--- src/pmdc_pkg.sv ---
// shared constants and carrier types of the page-mode dram controller
package pmdc_pkg;
  localparam int unsigned CLK_HZ            = 40_000_000;
  localparam int unsigned PAGE_BYTES        = 512;
  localparam int unsigned PAGE_BITS         = $clog2(PAGE_BYTES);
  localparam int unsigned ADDR_W            = 24;
  localparam int unsigned TAG_W             = ADDR_W - PAGE_BITS;
  localparam int unsigned ROW_LIMIT_NS      = 10_000;
  localparam int unsigned CHRDY_DRIVE_NS    = 15;
  localparam int unsigned CHRDY_DRIVE_CYC   =
    (CHRDY_DRIVE_NS * (CLK_HZ / 1_000_000) + 999) / 1000 < 1 ? 1 :
    (CHRDY_DRIVE_NS * (CLK_HZ / 1_000_000) + 999) / 1000;
  localparam int unsigned PRECHARGE_CYC     = 2;
  localparam logic [11:0] REG_CTRL          = 12'h000;
  localparam logic [11:0] REG_STATUS        = 12'h004;
  localparam logic [11:0] REG_HITS          = 12'h008;
  localparam int unsigned CTRL_FORCE_NP     = 0;
  localparam int unsigned ST_PAGE_VALID     = 0;
  localparam int unsigned ST_ROW_ACTIVE     = 1;
  localparam int unsigned ST_TIMEOUT        = 2;
  localparam int unsigned ST_PAGE_MODE      = 3;
  localparam int unsigned ST_HITS_LSB       = 16;
  localparam logic        CTRL_FORCE_NP_RST = 1'b0;

  typedef enum logic [1:0] {
    PMDC_IDLE,
    PMDC_PRE,
    PMDC_ROW,
    PMDC_DATA
  } pmdc_state_e;

  // dram-facing pin group
  typedef struct packed {
    logic [3:0] row_strobe_n;
    logic       colstrobe_b1_hi_n;
    logic       colstrobe_b1_lo_n;
    logic       colstrobe_b0_hi_n;
    logic       colstrobe_b0_lo_n;
    logic       row_col_mux_sel;
    logic       early_write_a_n;
    logic       early_write_b_n;
  } pmdc_dram_s;
endpackage : pmdc_pkg

--- src/pmdc_ctrl.sv ---
// page-mode dram controller: page tracking, strobes, wait states, apb regs
//
// Contract
// - a page is 512 bytes; only the low nine address bits vary inside
// - page mode only when select low and hold acknowledge low
// - page-mode reads in the previous page complete with zero wait states
// - row strobes stay asserted between cycles on page hits
// - page miss or write takes two waits with row strobes precharged
// - four row strobe outputs carry one identical signal
// - lane enables from cpu or external byte inputs per hold acknowledge
// - pair enables from incoming strobes and bank select, ANDed with lanes
// - count row active time on the fixed timebase; force precharge at 10 us
// - limit during same-page reads inserts a false page miss
// - zero-wait output pulled low for every page hit
// - channel ready pulled low for every two-wait-state cycle
// - channel ready driven high briefly on release, then floated
// - mux select follows row strobes one half period later normally
// - zero-wait non-page cycles switch mux select with row strobes
// - mux select held low during refresh cycles
// - both early writes low in second phase, high when ready sampled low
// - under hold acknowledge memory strobes give access type
// - memory read and write strobes sampled before use by the fsm
// - channel ready never driven low in non-cpu mode; master extends
// - non-cpu mode with a wait strap low makes column strobes early
// - with page select high the wait straps choose zero or one wait
// - test input low floats every output (the apb outputs prdata, pready and pslverr stay driven)
//
// Decided for this implementation: the APB interface to the registers and the address map.
`timescale 1ns/1ps
`default_nettype none

module pmdc_ctrl #(
  parameter int unsigned TB_PERIOD_NS = 70,
  parameter int unsigned ROW_LIMIT_TICKS =
    pmdc_pkg::ROW_LIMIT_NS / TB_PERIOD_NS
) (
  input  wire logic                        clock,
  input  wire logic                        srst,
  // processor / bus master side
  input  wire logic                        cpu_mem_start,
  input  wire logic                        cpu_write,
  input  wire logic [pmdc_pkg::ADDR_W-1:0] cpu_addr,
  input  wire logic                        byte_high_en_n,
  input  wire logic                        ext_addr_bit0,
  input  wire logic                        ext_byte_high_en_n,
  input  wire logic                        hold_acknowledge,
  input  wire logic                        mem_read_n,
  input  wire logic                        mem_write_n,
  input  wire logic                        bus_ready_n,
  input  wire logic                        refresh_n,
  // companion controller strobes
  input  wire logic                        in_colstrobe0,
  input  wire logic                        in_colstrobe1,
  input  wire logic                        in_rowstrobe0,
  input  wire logic                        in_rowstrobe1,
  // straps and misc
  input  wire logic                        page_mode_n,
  input  wire logic                        read_wait_strap,
  input  wire logic                        write_wait_strap,
  input  wire logic                        bank_pair_select,
  input  wire logic                        fixed_timebase_clk,
  input  wire logic                        test_n,
  // dram pins and wait-state pins
  output pmdc_pkg::pmdc_dram_s             dram,
  output logic                             dram_oe,
  output logic                             zero_wait_n_o,
  output logic                             zero_wait_n_oe,
  output logic                             chan_ready_o,
  output logic                             chan_ready_oe,
  // apb slave
  input  wire logic                        psel,
  input  wire logic                        penable,
  input  wire logic                        pwrite,
  input  wire logic [11:0]                 paddr,
  input  wire logic [31:0]                 pwdata,
  output logic [31:0]                      prdata,
  output logic                             pready,
  output logic                             pslverr
);

  typedef struct packed {
    pmdc_pkg::pmdc_state_e       st;
    logic [pmdc_pkg::TAG_W-1:0]  tag;
    logic                        page_valid;
    logic                        row_act;
    logic                        mux_sel;
    logic                        ew_n;
    logic                        zw_oe;
    logic                        cr_o;
    logic                        cr_oe;
    logic [1:0]                  cr_cnt;
    logic [1:0]                  pre_cnt;
    logic                        tb_q;
    logic [15:0]                 tb_cnt;
    logic                        timeout;
    logic                        mrd_q;
    logic                        mrd_q2;
    logic                        mwr_q;
    logic                        mwr_q2;
    logic                        cyc_ext;
    logic                        pre_only;
    logic [3:0]                  col_q;
    logic                        force_np;
    logic [15:0]                 hit_cnt;
    logic [31:0]                 rdata;
  } pmdc_regs_s;

  localparam logic [15:0] LIMIT      = 16'(ROW_LIMIT_TICKS);
  localparam logic [1:0]  PRE_LOAD   = 2'(pmdc_pkg::PRECHARGE_CYC - 1);
  localparam logic [1:0]  CR_LOAD    = 2'(pmdc_pkg::CHRDY_DRIVE_CYC);

  pmdc_regs_s r;
  pmdc_regs_s next_r;

  // column enables {b1 hi, b1 lo, b0 hi, b0 lo}, active high
  function automatic logic [3:0] col_decode(
    input logic cs0,
    input logic cs1,
    input logic rs0,
    input logic rs1,
    input logic bsel,
    input logic hi_n,
    input logic lo_bit
  );
    logic pair1_enable;
    logic pair0_enable;
    logic hi_en;
    logic lo_en;
    pair1_enable = (bsel & cs1 & rs1) | (!bsel & cs1 & rs0);
    pair0_enable = (bsel & cs0 & rs0) | (!bsel & cs0 & rs1);
    hi_en = !hi_n;
    lo_en = !lo_bit;
    return {pair1_enable & hi_en, pair1_enable & lo_en,
            pair0_enable & hi_en, pair0_enable & lo_en};
  endfunction

  logic       page_mode;
  logic       hit;
  logic       is_write;
  logic       start_cpu;
  logic       start_ext;
  logic       start;
  logic       cyc_end;
  logic       zero_ws;
  logic       fast_col;
  logic       tb_rise;
  logic       lane_hi_n;
  logic       lane_lo;
  logic [3:0] col_now;
  logic       apb_setup;
  logic       apb_acc;
  logic       addr_ok;

  always_comb begin
    page_mode = !page_mode_n && !hold_acknowledge && !r.force_np;
    lane_hi_n = hold_acknowledge ? ext_byte_high_en_n : byte_high_en_n;
    lane_lo   = hold_acknowledge ? ext_addr_bit0 : cpu_addr[0];
    col_now   = col_decode(in_colstrobe0, in_colstrobe1, in_rowstrobe0,
                           in_rowstrobe1, bank_pair_select, lane_hi_n,
                           lane_lo);
    start_cpu = !hold_acknowledge && cpu_mem_start;
    start_ext = hold_acknowledge &&
                ((!r.mrd_q && r.mrd_q2) || (!r.mwr_q && r.mwr_q2));
    start     = (r.st == pmdc_pkg::PMDC_IDLE) && (start_cpu || start_ext);
    is_write  = hold_acknowledge ? !r.mwr_q : cpu_write;
    hit = page_mode && r.page_valid && r.row_act && !is_write &&
          !r.timeout &&
          (cpu_addr[pmdc_pkg::ADDR_W-1:pmdc_pkg::PAGE_BITS] == r.tag);
    // straps pick zero or one wait outside page mode
    if (hold_acknowledge) begin
      zero_ws = !read_wait_strap || !write_wait_strap;
    end else begin
      zero_ws = is_write ? !write_wait_strap : !read_wait_strap;
    end
    fast_col = hold_acknowledge &&
               (!read_wait_strap || !write_wait_strap);
    cyc_end  = r.cyc_ext ? (r.mrd_q && r.mwr_q) : !bus_ready_n;
    tb_rise  = fixed_timebase_clk && !r.tb_q;
    apb_setup = psel && !penable;
    apb_acc   = psel && penable;
    addr_ok   = (paddr == pmdc_pkg::REG_CTRL) ||
                (paddr == pmdc_pkg::REG_STATUS) ||
                (paddr == pmdc_pkg::REG_HITS);
  end

  always_comb begin
    next_r        = r;
    next_r.mrd_q  = mem_read_n;
    next_r.mrd_q2 = r.mrd_q;
    next_r.mwr_q  = mem_write_n;
    next_r.mwr_q2 = r.mwr_q;
    next_r.tb_q   = fixed_timebase_clk;
    next_r.col_q  = col_now;

    // row active timer on the fixed timebase
    if (!r.row_act) begin
      next_r.tb_cnt  = '0;
      next_r.timeout = 1'b0;
    end else if (tb_rise && !r.timeout) begin
      next_r.tb_cnt = r.tb_cnt + 16'h0001;
      if (r.tb_cnt + 16'h0001 >= LIMIT) begin
        next_r.timeout = 1'b1;
      end
    end

    // channel ready: drive high briefly after release, then float
    if (r.cr_oe && r.cr_o) begin
      if (r.cr_cnt <= 2'h1) begin
        next_r.cr_oe = 1'b0;
      end else begin
        next_r.cr_cnt = r.cr_cnt - 2'h1;
      end
    end

    case (r.st)
      pmdc_pkg::PMDC_IDLE: begin
        if (start) begin
          next_r.tag     = cpu_addr[pmdc_pkg::ADDR_W-1:pmdc_pkg::PAGE_BITS];
          next_r.cyc_ext = hold_acknowledge;
          next_r.pre_only = 1'b0;
          next_r.ew_n    = !is_write;
          if (hit) begin
            next_r.zw_oe   = 1'b1;
            next_r.hit_cnt = r.hit_cnt + 16'h0001;
            next_r.st      = pmdc_pkg::PMDC_DATA;
          end else if (page_mode) begin
            next_r.row_act = 1'b0;
            next_r.mux_sel = 1'b0;
            next_r.pre_cnt = PRE_LOAD;
            next_r.cr_o    = 1'b0;
            next_r.cr_oe   = 1'b1;
            next_r.st      = pmdc_pkg::PMDC_PRE;
          end else if (r.row_act) begin
            next_r.row_act = 1'b0;
            next_r.mux_sel = 1'b0;
            next_r.pre_cnt = PRE_LOAD;
            next_r.st      = pmdc_pkg::PMDC_PRE;
          end else begin
            next_r.row_act = 1'b1;
            if (zero_ws) begin
              next_r.mux_sel = 1'b1;
              next_r.st      = pmdc_pkg::PMDC_DATA;
            end else begin
              next_r.st = pmdc_pkg::PMDC_ROW;
            end
          end
        end else if (r.row_act && r.timeout) begin
          next_r.row_act    = 1'b0;
          next_r.mux_sel    = 1'b0;
          next_r.page_valid = 1'b0;
          next_r.pre_only   = 1'b1;
          next_r.pre_cnt    = PRE_LOAD;
          next_r.st         = pmdc_pkg::PMDC_PRE;
        end
      end
      pmdc_pkg::PMDC_PRE: begin
        if (r.pre_cnt == 2'h0) begin
          if (r.pre_only) begin
            next_r.st = pmdc_pkg::PMDC_IDLE;
          end else begin
            next_r.row_act = 1'b1;
            next_r.st      = pmdc_pkg::PMDC_ROW;
          end
        end else begin
          next_r.pre_cnt = r.pre_cnt - 2'h1;
        end
      end
      pmdc_pkg::PMDC_ROW: begin
        next_r.mux_sel = 1'b1;
        if (r.cr_oe && !r.cr_o) begin
          next_r.cr_o   = 1'b1;
          next_r.cr_cnt = CR_LOAD;
        end
        next_r.st = pmdc_pkg::PMDC_DATA;
      end
      pmdc_pkg::PMDC_DATA: begin
        if (cyc_end) begin
          next_r.ew_n  = 1'b1;
          next_r.zw_oe = 1'b0;
          if (page_mode && !r.cyc_ext) begin
            next_r.page_valid = 1'b1;
          end else begin
            next_r.row_act    = 1'b0;
            next_r.mux_sel    = 1'b0;
            next_r.page_valid = 1'b0;
          end
          next_r.st = pmdc_pkg::PMDC_IDLE;
        end
      end
      default: next_r.st = pmdc_pkg::PMDC_IDLE;
    endcase

    // apb register file
    if (apb_setup) begin
      case (paddr)
        pmdc_pkg::REG_CTRL:
          next_r.rdata = {31'h0, r.force_np};
        pmdc_pkg::REG_STATUS:
          next_r.rdata = {r.hit_cnt, 12'h000, page_mode, r.timeout,
                          r.row_act, r.page_valid};
        pmdc_pkg::REG_HITS:
          next_r.rdata = {16'h0000, r.hit_cnt};
        default:
          next_r.rdata = 32'h0000_0000;
      endcase
    end
    if (apb_acc && pwrite && paddr == pmdc_pkg::REG_CTRL) begin
      next_r.force_np = pwdata[pmdc_pkg::CTRL_FORCE_NP];
    end
    if (apb_acc && pwrite && paddr == pmdc_pkg::REG_HITS) begin
      next_r.hit_cnt = 16'h0000;
    end

    if (srst) begin
      next_r            = '0;
      next_r.st         = pmdc_pkg::PMDC_IDLE;
      next_r.ew_n       = 1'b1;
      next_r.cr_o       = 1'b1;
      next_r.mrd_q      = 1'b1;
      next_r.mrd_q2     = 1'b1;
      next_r.mwr_q      = 1'b1;
      next_r.mwr_q2     = 1'b1;
      next_r.force_np   = pmdc_pkg::CTRL_FORCE_NP_RST;
    end
  end

  always_ff @(posedge clock) begin
    r <= next_r;
  end

  always_comb begin
    logic [3:0] col_en;
    col_en = fast_col ? col_now : r.col_q;
    dram.row_strobe_n      = {4{!r.row_act}};
    dram.colstrobe_b1_hi_n = !col_en[3];
    dram.colstrobe_b1_lo_n = !col_en[2];
    dram.colstrobe_b0_hi_n = !col_en[1];
    dram.colstrobe_b0_lo_n = !col_en[0];
    dram.row_col_mux_sel   = r.mux_sel && refresh_n;
    dram.early_write_a_n   = r.ew_n;
    dram.early_write_b_n   = r.ew_n;
    dram_oe        = test_n;
    zero_wait_n_o  = 1'b0;
    zero_wait_n_oe = r.zw_oe && test_n;
    chan_ready_o   = r.cr_o;
    chan_ready_oe  = r.cr_oe && test_n;
    prdata  = r.rdata;
    pready  = 1'b1;
    pslverr = apb_acc && !addr_ok;
  end
endmodule // pmdc_ctrl

`default_nettype wire

--- config.mk ---
export PLATFORM = sky130hd
export DESIGN_NAME = pmdc_ctrl
export DESIGN_NICKNAME = d
export VERILOG_FILES = /design/src/pmdc_pkg.sv /design/src/pmdc_ctrl.sv
export SDC_FILE = /design/constraint.sdc
export NUM_CORES = 1
export LEC_CHECK = 0
export BUFFER_PORTS_ARGS = -buffer_cell sky130_fd_sc_hd__buf_2
export CAP_MARGIN = 20
export CORE_ASPECT_RATIO = 1.1
export CORE_MARGIN = 2
export CORE_UTILIZATION = 51
export DETAILED_ROUTE_END_ITERATION = 10
export HOLD_SLACK_MARGIN = 0.08
export PLACE_DENSITY = 0.88
export SLEW_MARGIN = 20
export SYNTH_ARGS = -nofsm -noshare
export SYNTH_HDL_FRONTEND = slang
export SYNTH_SLANG_ARGS = --single-unit
export TNS_END_PERCENT = 30
--- constraint.sdc ---
create_clock -name clock -period 5.1 [get_ports clock]
set_clock_uncertainty 0.1 [all_clocks]
set_input_delay 1.02 -clock clock [delete_from_list [all_inputs] [get_ports clock]]
set_output_delay 1.02 -clock clock [all_outputs]
set_load 0.02 [all_outputs]
=== After elaboration in Yosys (flattened, before gate mapping) ===
Cells that the tools add are included.

* Register bits: 105
* Input port bits: 93
* Output and inout port bits: 50
* Word-level logic and storage cells: 201

* $add $sub $neg: 4
* $lt $le $gt $ge: 2
* Equal/unequal tests: 22
* Mux-type cells: 54
* Bitwise logic cells: 15
* Reductions and logical operators: 80

{| class="wikitable"
|+ Operators with widths
! kind !! number
|-
| 32-bit one-hot mux with 3 select lines || 1
|-
| 2-bit 2-to-1 mux || 23
|-
| 16-bit by 1-bit adder with 16-bit output, second input constant || 2
|-
| 1-bit logical AND || 29
|-
| 1-bit zero test || 23
|-
| 2-bit inequality test, second input constant || 11
|-
| 1-bit 2-to-1 mux || 18
|-
| 16-bit by 8-bit >= comparator with 1-bit output, second input constant || 1
|-
| 15-bit equality test || 1
|-
| 1-bit bitwise AND || 12
|-
| 12-bit by 3-bit equality test with 1-bit output, second input constant || 1
|-
| 12-bit by 4-bit equality test with 1-bit output, second input constant || 1
|-
| 12-bit zero test || 1
|-
| 5-bit AND reduction || 2
|-
| 3-bit AND reduction || 3
|-
| 4-bit 2-to-1 mux || 2
|-
| 2-bit one-hot mux with 2 select lines || 2
|-
| 2-bit one-hot mux with 4 select lines || 1
|-
| 4-bit AND reduction || 2
|-
| 2-bit nonzero test || 4
|-
| 7-bit AND reduction || 1
|-
| 3-bit 2-to-1 mux || 2
|-
| 1-bit one-hot mux with 3 select lines || 2
|-
| 2-bit AND reduction || 3
|-
| 18 further kinds || 29
|}

=== Logic depth before layout (Yosys ltp) ===
Gate-level depths: netlist (run 1).

* Word-level depth: 11
* Depth in mapped cells: 9
* Mapped depth without buffers: 8

=== Worst setup path after synthesis (run 1) ===
Ideal clock, no wire load.

* Path type: input port to output port
* From: input port paddr[11]
* To: output port pslverr
* Data arrival time: 2249 ps
* Required time: 3980 ps
* Setup slack: 1731 ps
* Stages: 3
* Path buffers: 0
* Cells stage by stage: or4_1 -> nor4_2 -> a21oi_1

* Cells in the longest elaborated chain, start to end: 5
* Elaborated cells between the ends (all ways): 7
* Classes of those cells: eq/ne: 2; reduce/logical: 5

{| class="wikitable"
|+ Ends and longest elaborated chain
! what !! RTL line !! source
|-
| start, declared || pmdc_ctrl.sv:74 || <nowiki>input wire logic [11:0] paddr,</nowiki>
|-
| 12-bit by 3-bit equality test with 1-bit output / 12-bit zero test (equally long branches) || pmdc_ctrl.sv:182, pmdc_ctrl.sv:181 ||
|-
| 1-bit logical OR || pmdc_ctrl.sv:181 || <nowiki>addr_ok = (paddr == pmdc_pkg::REG_CTRL) ||</nowiki>
|-
| 1-bit logical OR * || pmdc_ctrl.sv:182 || <nowiki>(paddr == pmdc_pkg::REG_STATUS) ||</nowiki>
|-
| 1-bit zero test * || pmdc_ctrl.sv:349 || <nowiki>pslverr = apb_acc && !addr_ok;</nowiki>
|-
| 1-bit logical AND * || pmdc_ctrl.sv:349 ||
|-
| end, declared || pmdc_ctrl.sv:78 || <nowiki>output logic pslverr</nowiki>
|}

Every way passes the cells marked *; elsewhere a longest branch is shown, timed or not.

=== Worst setup path in the final report (run 1) ===
Same ends and word-level chain as after synthesis.

==> qor.txt, run 1 <==
post-synth top area cell: dfxtp_1
Critical Path Start: paddr[11]
synth warn: 0
R2R setup slack: 2.02 ns
HP Class: reg2reg
cell total after placement: 789
Final Cell Area: 0.005674 sq mm
GR Util All Layers: 21.32%
Critical Path Max Stage Delay: 0.56 ns
routed via count: 4714
Seq/Total Area, Yosys: 39.91%
Int Power: 1.199 mW
period utilization: 71.42%
peak supply drop: 0.1980 mV
Synth area leaders: dfxtp_1 (40%), nand2_1 (6.0%), buf_4 (5.7%), nor2_1 (5.2%), a22oi_1 (4.6%)
layout cells sized above 1: 20.15%
CTS tree: built
final setup violating endpoints: 0
post-cts resize count: 0
final hold slack: 0.3643 ns
vias in the first global route: 4435
Avg Cell Area, Syn: 8.165 sq um
Seq cells post-synth: 105
area grow syn2layout: 7.745%
Worst-path clk slew: 0.10 ns
sequential fraction of design power: 51.6%
Max clock buf depth: 2
Die Y-Extent: 110.6 um
largest net degree at the start of global routing: 44
arrival time at the worst endpoint: 2.52 ns
library cells used by synthesis: 53
final core occ: 57.10%
fin crit period: 3.642 ns
maximum capacitance violations: 0
Cell Area, Synth: 0.005266 sq mm
Initial Util: 53.00%
Routed WL: 11670 um
Core Region: 0.009937 sq mm
net switching power: 0.6005 mW
die area: 0.01116 sq mm
Post-Syn Nets: 744
sink of the worst hold path: prdata[1]
gpl congestion: 0.8651
number of core rows: 38
Crit Path Max Fanout: 8
1st-pass router iterations: 5
Final Hold Fails: 0
drt drc: 0
power share of the combinational group: 21.5%
Worst-Skew Late Latency: 0.38 ns
pre-CTS setup slack: 1.190 ns
initial antenna violation count: 0
WP buf/inv: 2
Critical R2R Launch: r[48]
H-tree Lvls: 3
non-filler instance count after layout: 805
Hold Crit Depth: 2
crit-path cells: buf_2, or4_1, nor4_2, a21oi_1, buf_2
slew margin rel.: 40.90%
CTS Root Cell: clkbuf_8
Post-synth top flop: dfxtp_1
CP Capture Type: primary output
fraction of registers with async set/reset: 0%
CTS buffer count: 9
Worst Slack Setup Final: 1.458 ns
RSZ-0062 raised after global routing: no
Iter 0 DRT Violations: 225
CP Data Required Time: 3.98 ns
final max-slew violation count: 0
top cell type's share of synthesized area: 39.91%
first-pass GRT wire length: 19770 um
Syn Inst Count: 645
r2r endpoint: r[44]
die width: 100.9 um
Area after DPL: 0.005494 sq mm
Clk pwr share: 26.9%
post-DP HPWL: 8470 um
PortBufs: 101
PD cells: 317.2 mW/mm^2
fin nets: 779
post-CTS setup buffer count: 0
slowest stage cell, crit path: nor4_2
CP startpoint kind: input pin
WL per Instance: 14.50 um
status: complete, no violations
switching share of power: 33.36%
ANT cells: 0
Most common cell on crit path: buf_2
length in cells of the worst reg-to-reg path: 6
setup TNS: 0 ns
hold_buf cts: 0
fmax: 274.5 MHz
overall power: 1.800 mW
antenna-violating nets left: 0
CP delay by family, top: simple AND/OR/NAND/NOR gates
Via-to-Cell Ratio: 5.856
critical path type: in2out
# IOs: 143
Slew @ Worst Pin: 0.8806 ns
Post-synth EDFFs: 0
Hold Crit Start: prdata[1]
LEAKAGE: 2.209 nW
clock sink total: 105
Overflow after GRT: 0
## logic make-up after synthesis
group,Yosys count,synth area share (%)
adder cells (fa/ha/maj),6,1.425
other,2,0.1426
AO/OA/AOI/OAI,120,15.28
multiplexers,12,2.328
AND/OR/NAND/NOR,273,25.45
XOR/XNOR,37,6.153
flip-flops,105,39.91
buffers and inverters,90,9.313
## flip-flops by register name (all words and copies together), names as in the netlist
signal / count
chan_ready_o: 1
dram: 1
prdata: 32
r: 71
## worst max path at each step
| stage | depth (start not counted) | slack, ns | end |
|---|---|---|---|
| 2_1_floorplan | 3 | 1.73 | pslverr |
| 3_3_place_gp | 7 | 1.24 | r[47] |
| 3_5_place_dp | 7 | 1.19 | r[44] |
| 4_1_cts | 5 | 1.45 | pslverr |
| 5_1_grt | 5 | 1.33 | pslverr |
| 6_report | 5 | 1.46 | pslverr |
## metal layers
layer	share of wire, %	up-vias	global-route usage [%]
li1	-	2273	-
met3	6.1	19	4.177
met1	41	2260	25.68
met4	2.0	0	8.649
met2	51	162	36.71
met5	0	-	0
## tightest hold or removal path, delay by kind of cell (launching register included)
family	cells	cell delay (ns)
AND/OR/NAND/NOR	1	0.05
AO/OA/AOI/OAI	1	0.05
flip-flops	1	0.33
## power groups by stage
stage | clock network, mW | registers [mW] | logic, mW
5_1_grt | 0.520 | 0.935 | 0.435
3_5_place_dp | 0 | 0.945 | 0.384
6_report | 0.484 | 0.929 | 0.387
2_1_floorplan | 0 | 0.914 | 0.322
4_1_cts | 0.489 | 0.926 | 0.386
3_3_place_gp | 0 | 0.940 | 0.366
## cell usage after synthesis, drive strengths merged (2+ instances only)
master / n
o31a: 2
a211oi: 4
a311oi: 3
nor4: 8
a31oi: 6
nand4: 13
nand2b: 13
buf: 43
nand2: 84
and3: 7
xor2: 19
xnor2: 18
clkbuf: 36
conb: 2
o21bai: 2
dfxtp: 105
nand4b: 2
a22o: 3
o22ai: 3
a211o: 3
nand3: 21
nor2: 73
ha: 6
and4: 2
a21oi: 32
nor3: 14
a221oi: 2
nor2b: 10
mux2: 2
or4: 11
o21ai: 12
o211ai: 7
or2: 6
a22oi: 32
and2: 8
inv: 11
mux2i: 10
## cells in the final DEF (no fill, tap or decap), drive strengths merged, types with 7 or more instances in the layout
cell type,synthesis,routed
mux2i,10,10
xnor2,18,18
o211ai,7,7
nor3,14,14
o21ai,12,12
inv,11,14
or4,11,11
nand3,21,21
nor4,8,8
nand2,84,84
a21oi,32,32
dfxtp,105,105
a22oi,32,32
nand2b,13,13
nor2b,10,10
nand4,13,13
and3,7,7
nor2,73,73
and2,8,8
clkbuf,36,9
buf,43,103
xor2,19,19
## final cells by class
type	instances	area, sq um
Clock buffer	9	123.9
Clock inverter	7	53.80
Fill cell	847	4263
Inverter	11	41.29
Multi-Input combinational cell	450	2683
Sequential cell	105	2102
Tap cell	120	150.1
Timing Repair Buffer	103	520.5
(Power assumes the default switching activity.)
==> inputs of run 2 (changes only) <==
==> constraint.sdc (replaced) <==
create_clock -name clock -period 3.5 [get_ports clock]
set_clock_uncertainty 0.1 [all_clocks]
set_input_delay 0.7 -clock clock [delete_from_list [all_inputs] [get_ports clock]]
set_output_delay 0.7 -clock clock [all_outputs]
set_load 0.02 [all_outputs]
==> run 2 against run 1 <==
Final cell count is 0.99% higher. Combinational power is 51% higher. Via count is 1.1% lower. Global-route usage hardly changed. Core utilization is 0.86 points higher. Sequential share of layout area is 0.55 points lower. Critical path depth is 3 higher. Setup slack worse by 0.84 ns. Clock power is 55% higher. Register-to-register slack worse by 1.4 ns. Critical endpoint is now r[47]. Largest cell class unchanged.
==> qor.txt, run 2 (synthesized netlist as in run 1, its figures left out) <==
fin nets: 788 (was 779)
H-tree Lvls: 3 (unchanged)
first-pass GRT wire length: 19710 um (was 19770 um)
post-cts resize count: 0 (unchanged)
arrival time at the worst endpoint: 3.08 ns (was 2.52 ns)
CTS Root Cell: clkbuf_8 (unchanged)
GR Util All Layers: 21.32% (about the same)
CP Data Required Time: 3.70 ns (was 3.98 ns)
status: complete, no violations (unchanged)
final core occ: 57.96% (was 57.10%)
CTS tree: built (unchanged)
period utilization: 82.27%
routed via count: 4661 (was 4714)
cell total after placement: 798 (was 789)
critical path type: in2reg (was in2out)
fin crit period: 2.880 ns
Worst-path clk slew: 0.09 ns (was 0.10 ns)
Iter 0 DRT Violations: 290 (was 225)
final hold slack: 0.3563 ns (was 0.3643 ns)
post-DP HPWL: 8614 um (was 8470 um)
setup TNS: 0 ns (unchanged)
max FFs per register: 71 (unchanged)
LEAKAGE: 2.260 nW (was 2.209 nW)
Routed WL: 11660 um (was 11670 um)
clock sink total: 105 (unchanged)
CP startpoint kind: input pin (unchanged)
slew margin rel.: 33.84% (was 40.90%)
RSZ-0062 raised after global routing: no (unchanged)
area grow syn2layout: 9.361% (was 7.745%)
CTS buffer count: 9 (unchanged)
vias in the first global route: 4509 (was 4435)
Max clock buf depth: 2 (unchanged)
layout cells sized above 1: 20.92% (was 20.15%)
most frequent cells in the layout: dfxtp_1 (105), buf_2 (101), nand2_1 (84) (unchanged)
maximum capacitance violations: 0 (unchanged)
number of core rows: 38 (unchanged)
Die Y-Extent: 110.6 um (unchanged)
peak supply drop: 0.2882 mV (was 0.1980 mV)
ANT cells: 0 (unchanged)
fmax: 347.3 MHz
Area after DPL: 0.005562 sq mm (was 0.005494 sq mm)
die area: 0.01116 sq mm (unchanged)
initial antenna violation count: 0 (unchanged)
Final Cell Area: 0.005759 sq mm (was 0.005674 sq mm)
Worst-Skew Late Latency: 0.36 ns (was 0.38 ns)
PortBufs: 101 (unchanged)
gpl congestion: 0.9415 (was 0.8651)
die width: 100.9 um (unchanged)
Initial Util: 53.00% (unchanged)
commonest non-fill, non-tap cell in the layout: dfxtp_1 (unchanged)
antenna-violating nets left: 0 (unchanged)
final setup violating endpoints: 0 (unchanged)
Overflow after GRT: 0 (unchanged)
post-CTS setup buffer count: 0 (unchanged)
Slew @ Worst Pin: 0.9858 ns (was 0.8806 ns)
final max-slew violation count: 0 (unchanged)
Biggest register: r (unchanged)
non-filler instance count after layout: 813 (was 805)
Crit Path Max Fanout: 17 (was 8)
Via-to-Cell Ratio: 5.733 (was 5.856)
# IOs: 143 (unchanged)
largest net degree at the start of global routing: 40 (was 44)
1st-pass router iterations: 5 (unchanged)
WL per Instance: 14.35 um (was 14.50 um)
PD cells: 466.9 mW/mm^2 (was 317.2 mW/mm^2)
HP Class: reg2reg (unchanged)
Core Region: 0.009937 sq mm (unchanged)
drt drc: 0 (unchanged)
CP Capture Type: flip-flop (was primary output)
Final Hold Fails: 0 (unchanged)
hold_buf cts: 0 (unchanged)
-- run 2: cell type report --
cell class,instances,area [sq um]
clock buffer,12,155.1
clock inverter,3,40.04
fill,874,4178
inverter,11,41.29
multi-input combinational,450,2683
sequential,105,2102
tap,120,150.1
timing repair buffer,112,588.1
-- run 2: layer usage --
metal	vias to the layer above	part of all wire, %	track usage, %	wire length (um)
li1	2279	-	-	-
met1	2203	42	25.21	4863
met5	-	0	0	0
met4	0	1.8	8.919	213
met3	18	5.8	3.101	681
met2	161	51	37.87	5905
-- run 2: worst max-delay path, cell delays in order --
cell	delay, ns
buf_2	0.12
nor3_4	0.18
nand3_1	0.09
or4_1	0.63
or4_1	0.54
buf_4	0.21
nor4_1	0.36
mux2i_1	0.24
-- run 2: path summary, 6_finish.rpt --
check              end        startpoint  cells after the start  slack, ns
min reg2reg  prdata[0]         prdata[0]                      2       0.36
max              r[47]  hold_acknowledge                      8       0.62
max reg2reg      r[47]             r[48]                      7       0.67
min          prdata[0]         prdata[0]                      2       0.36
-- run 2: power breakdown --
group | total (mW) | switching [mW] | internal, mW | leakage, nW
clock network | 0.751 | 0.387 | 0.364 | 0.102
registers | 1.35 | 0.0844 | 1.27 | 0.851
logic | 0.585 | 0.355 | 0.230 | 1.31
-- run 2: metrics by stage --
stage	worst slack (ns)	power [mW]
detailed placement	0.2337	1.956
floorplan	0.5119	1.802
CTS	0.6056	2.695
global route	0.4440	2.818
global placement	0.3427	1.926
finish	0.6204	2.689
==> inputs of run 3 (changes only) <==
==> constraint.sdc (replaced) <==
create_clock -name clock -period 2.9 [get_ports clock]
set_clock_uncertainty 0.1 [all_clocks]
set_input_delay 0.58 -clock clock [delete_from_list [all_inputs] [get_ports clock]]
set_output_delay 0.58 -clock clock [all_outputs]
set_load 0.02 [all_outputs]
==> run 3 against run 2 <==
Flip-flop and latch count unchanged. Critical path type is now reg2reg. Largest power group unchanged. Combinational power up 24%. Cell area rose by 0.54%. Via count grew 0.82%. Global-route usage about the same. Hold slack worse by 0.059 ns. Non-clock buffer count is 8 higher. Core utilization up 0.31 points. Critical endpoint is now r[45].
==> qor.txt, run 3 (synthesized netlist as in run 1, its figures left out) <==
maximum capacitance violations: 0 (unchanged)
RSZ-0062 raised after global routing: no (unchanged)
post-cts resize count: 0 (unchanged)
Via-to-Cell Ratio: 5.730 (was 5.733)
cell total after placement: 806 (was 798)
drt drc: 0 (unchanged)
sequential fraction of design power: 51.2% (was 50.3%)
H-tree Lvls: 3 (unchanged)
max FFs per register: 71 (unchanged)
HP Class: in2reg (was reg2reg)
R2R setup slack: 0.10 ns (was 0.67 ns)
final setup violating endpoints: 0 (unchanged)
Clk pwr share: 25.7% (was 27.9%)
area taken by multi-input logic gates: 0.002680 sq mm (was 0.002683 sq mm)
area grow syn2layout: 9.955% (was 9.361%)
power share of the combinational group: 23.1% (was 21.8%)
die width: 100.9 um (unchanged)
Area after DPL: 0.005622 sq mm (was 0.005562 sq mm)
initial antenna violation count: 0 (unchanged)
ANT cells: 0 (unchanged)
slew margin rel.: 40.31% (was 33.84%)
first-pass GRT wire length: 19740 um (was 19710 um)
PortBufs: 101 (unchanged)
Die Y-Extent: 110.6 um (unchanged)
sequential cell area: 0.002102 sq mm (unchanged)
Hold Crit Depth: 2 (unchanged)
switching share of power: 31.65% (was 30.73%)
vias in the first global route: 4505 (was 4509)
Core Region: 0.009937 sq mm (unchanged)
critical path type: reg2reg (was in2reg)
antenna-violating nets left: 0 (unchanged)
1st-pass router iterations: 4 (was 5)
# IOs: 143 (unchanged)
PD cells: 545.6 mW/mm^2 (was 466.9 mW/mm^2)
Overflow after GRT: 0 (unchanged)
largest net degree at the start of global routing: 40 (unchanged)
Iter 0 DRT Violations: 278 (was 290)
post-CTS setup buffer count: 0 (unchanged)
layout cells sized above 1: 21.71% (was 20.92%)
Crit Path Max Fanout: 15 (was 17)
Biggest register: r (unchanged)
non-filler instance count after layout: 820 (was 813)
status: complete, no violations (unchanged)
Max clock buf depth: 2 (unchanged)
die area: 0.01116 sq mm (unchanged)
routed via count: 4699 (was 4661)
Slew @ Worst Pin: 0.8893 ns (was 0.9858 ns)
Initial Util: 53.00% (unchanged)
# fillers: 856 (was 874)
CP Data Required Time: 3.09 ns (was 3.70 ns)
length in cells of the worst reg-to-reg path: 8 (was 7)
CP Capture Type: flip-flop (unchanged)
fin crit period: 2.797 ns
fin nets: 796 (was 788)
gpl congestion: 0.8798 (was 0.9415)
LEAKAGE: 2.283 nW (was 2.260 nW)
peak supply drop: 0.3676 mV (was 0.2882 mV)
final core occ: 58.27% (was 57.96%)
Worst Slack Setup Final: 0.1031 ns (was 0.6204 ns)
period utilization: 96.44%
number of core rows: 38 (unchanged)
Final Cell Area: 0.005791 sq mm (was 0.005759 sq mm)
clock sink total: 105 (unchanged)
fmax: 357.5 MHz
Worst-Skew Late Latency: 0.36 ns (about the same)
WL per Instance: 14.42 um (was 14.35 um)
Worst-path clk slew: 0.09 ns (about the same)
arrival time at the worst endpoint: 2.99 ns (was 3.08 ns)
CP startpoint kind: flip-flop (was input pin)
most frequent cells in the layout: dfxtp_1 (105), buf_2 (101), nand2_1 (84) (unchanged)
post-DP HPWL: 8689 um (was 8614 um)
Final Hold Fails: 0 (unchanged)
CTS tree: built (unchanged)
pre-CTS setup slack: -0.1742 ns (was 0.2337 ns)
hold_buf cts: 0 (unchanged)
GR Util All Layers: 21.35% (was 21.32%)
CTS buffer count: 9 (unchanged)
commonest non-fill, non-tap cell in the layout: dfxtp_1 (unchanged)
final max-slew violation count: 0 (unchanged)
CTS Root Cell: clkbuf_8 (unchanged)
Routed WL: 11830 um (was 11660 um)
Int Power: 2.159 mW (was 1.863 mW)
net switching power: 0.9999 mW (was 0.8265 mW)
[run 3: cell types whose count changed in the layout (fill, tap and decap cells not counted)]
| cell | delta |
|---|---|
| nand2b_1 | +1 |
| bufinv_16 | -1 |
| nand2b_2 | -1 |
| clkinvlp_4 | +1 |
| buf_4 | +8 |
| clkbuf_1 | -1 |
[run 3: per-layer routing]
layer / share of wire (%) / track usage, % / routed length [um]
met1: 42 / 25.53 / 4984
met2: 51 / 37.16 / 5994
met3: 4.5 / 2.848 / 528
met4: 2.7 / 10.18 / 318
met5: 0 / 0 / 0
[run 3: power by group through the flow]
stage	sequential, mW	clock, mW	combinational [mW]
after detailed placement	1.65	0	0.718
final	1.62	0.812	0.728
after global routing	1.63	0.880	0.800
after CTS	1.62	0.826	0.721
after floorplan	1.61	0	0.567
after global placement	1.64	0	0.688
[run 3: layout make-up]
cell class	instances	area share, %
clock buffers	11	2.615
flip-flops and latches	105	36.30
multi-input cells	450	46.28
well taps	120	2.593
clock inverters	3	0.3025
repair buffers	120	11.19
inverters	11	0.7131
[run 3: per-stage QoR]
step	total power [mW]	hold WS (ns)	TNS, ns
2_1_floorplan	2.174	0.3316	0
3_3_place_gp	2.327	0.3469	-0.3635
3_5_place_dp	2.366	0.3467	-0.9020
4_1_cts	3.162	0.2902	0
5_1_grt	3.310	0.3011	0
6_report	3.159	0.2971	0
[run 3: final timing paths]
| check | start | endpoint |
|---|---|---|
| max | r[48] | r[45] |
| min | mem_write_n | r[56] |
| max reg2reg | r[48] | r[45] |
| min reg2reg | prdata[1] | prdata[1] |
[run 3: critical path, stage by stage, from the launching register on]
cell and delay (ns):
dfxtp_1 0.39, nor3_4 0.25, nand3_1 0.10, or4_1 0.57
or4_1 0.54, buf_4 0.20, buf_4 0.16, nor4_2 0.21
mux2i_1 0.21
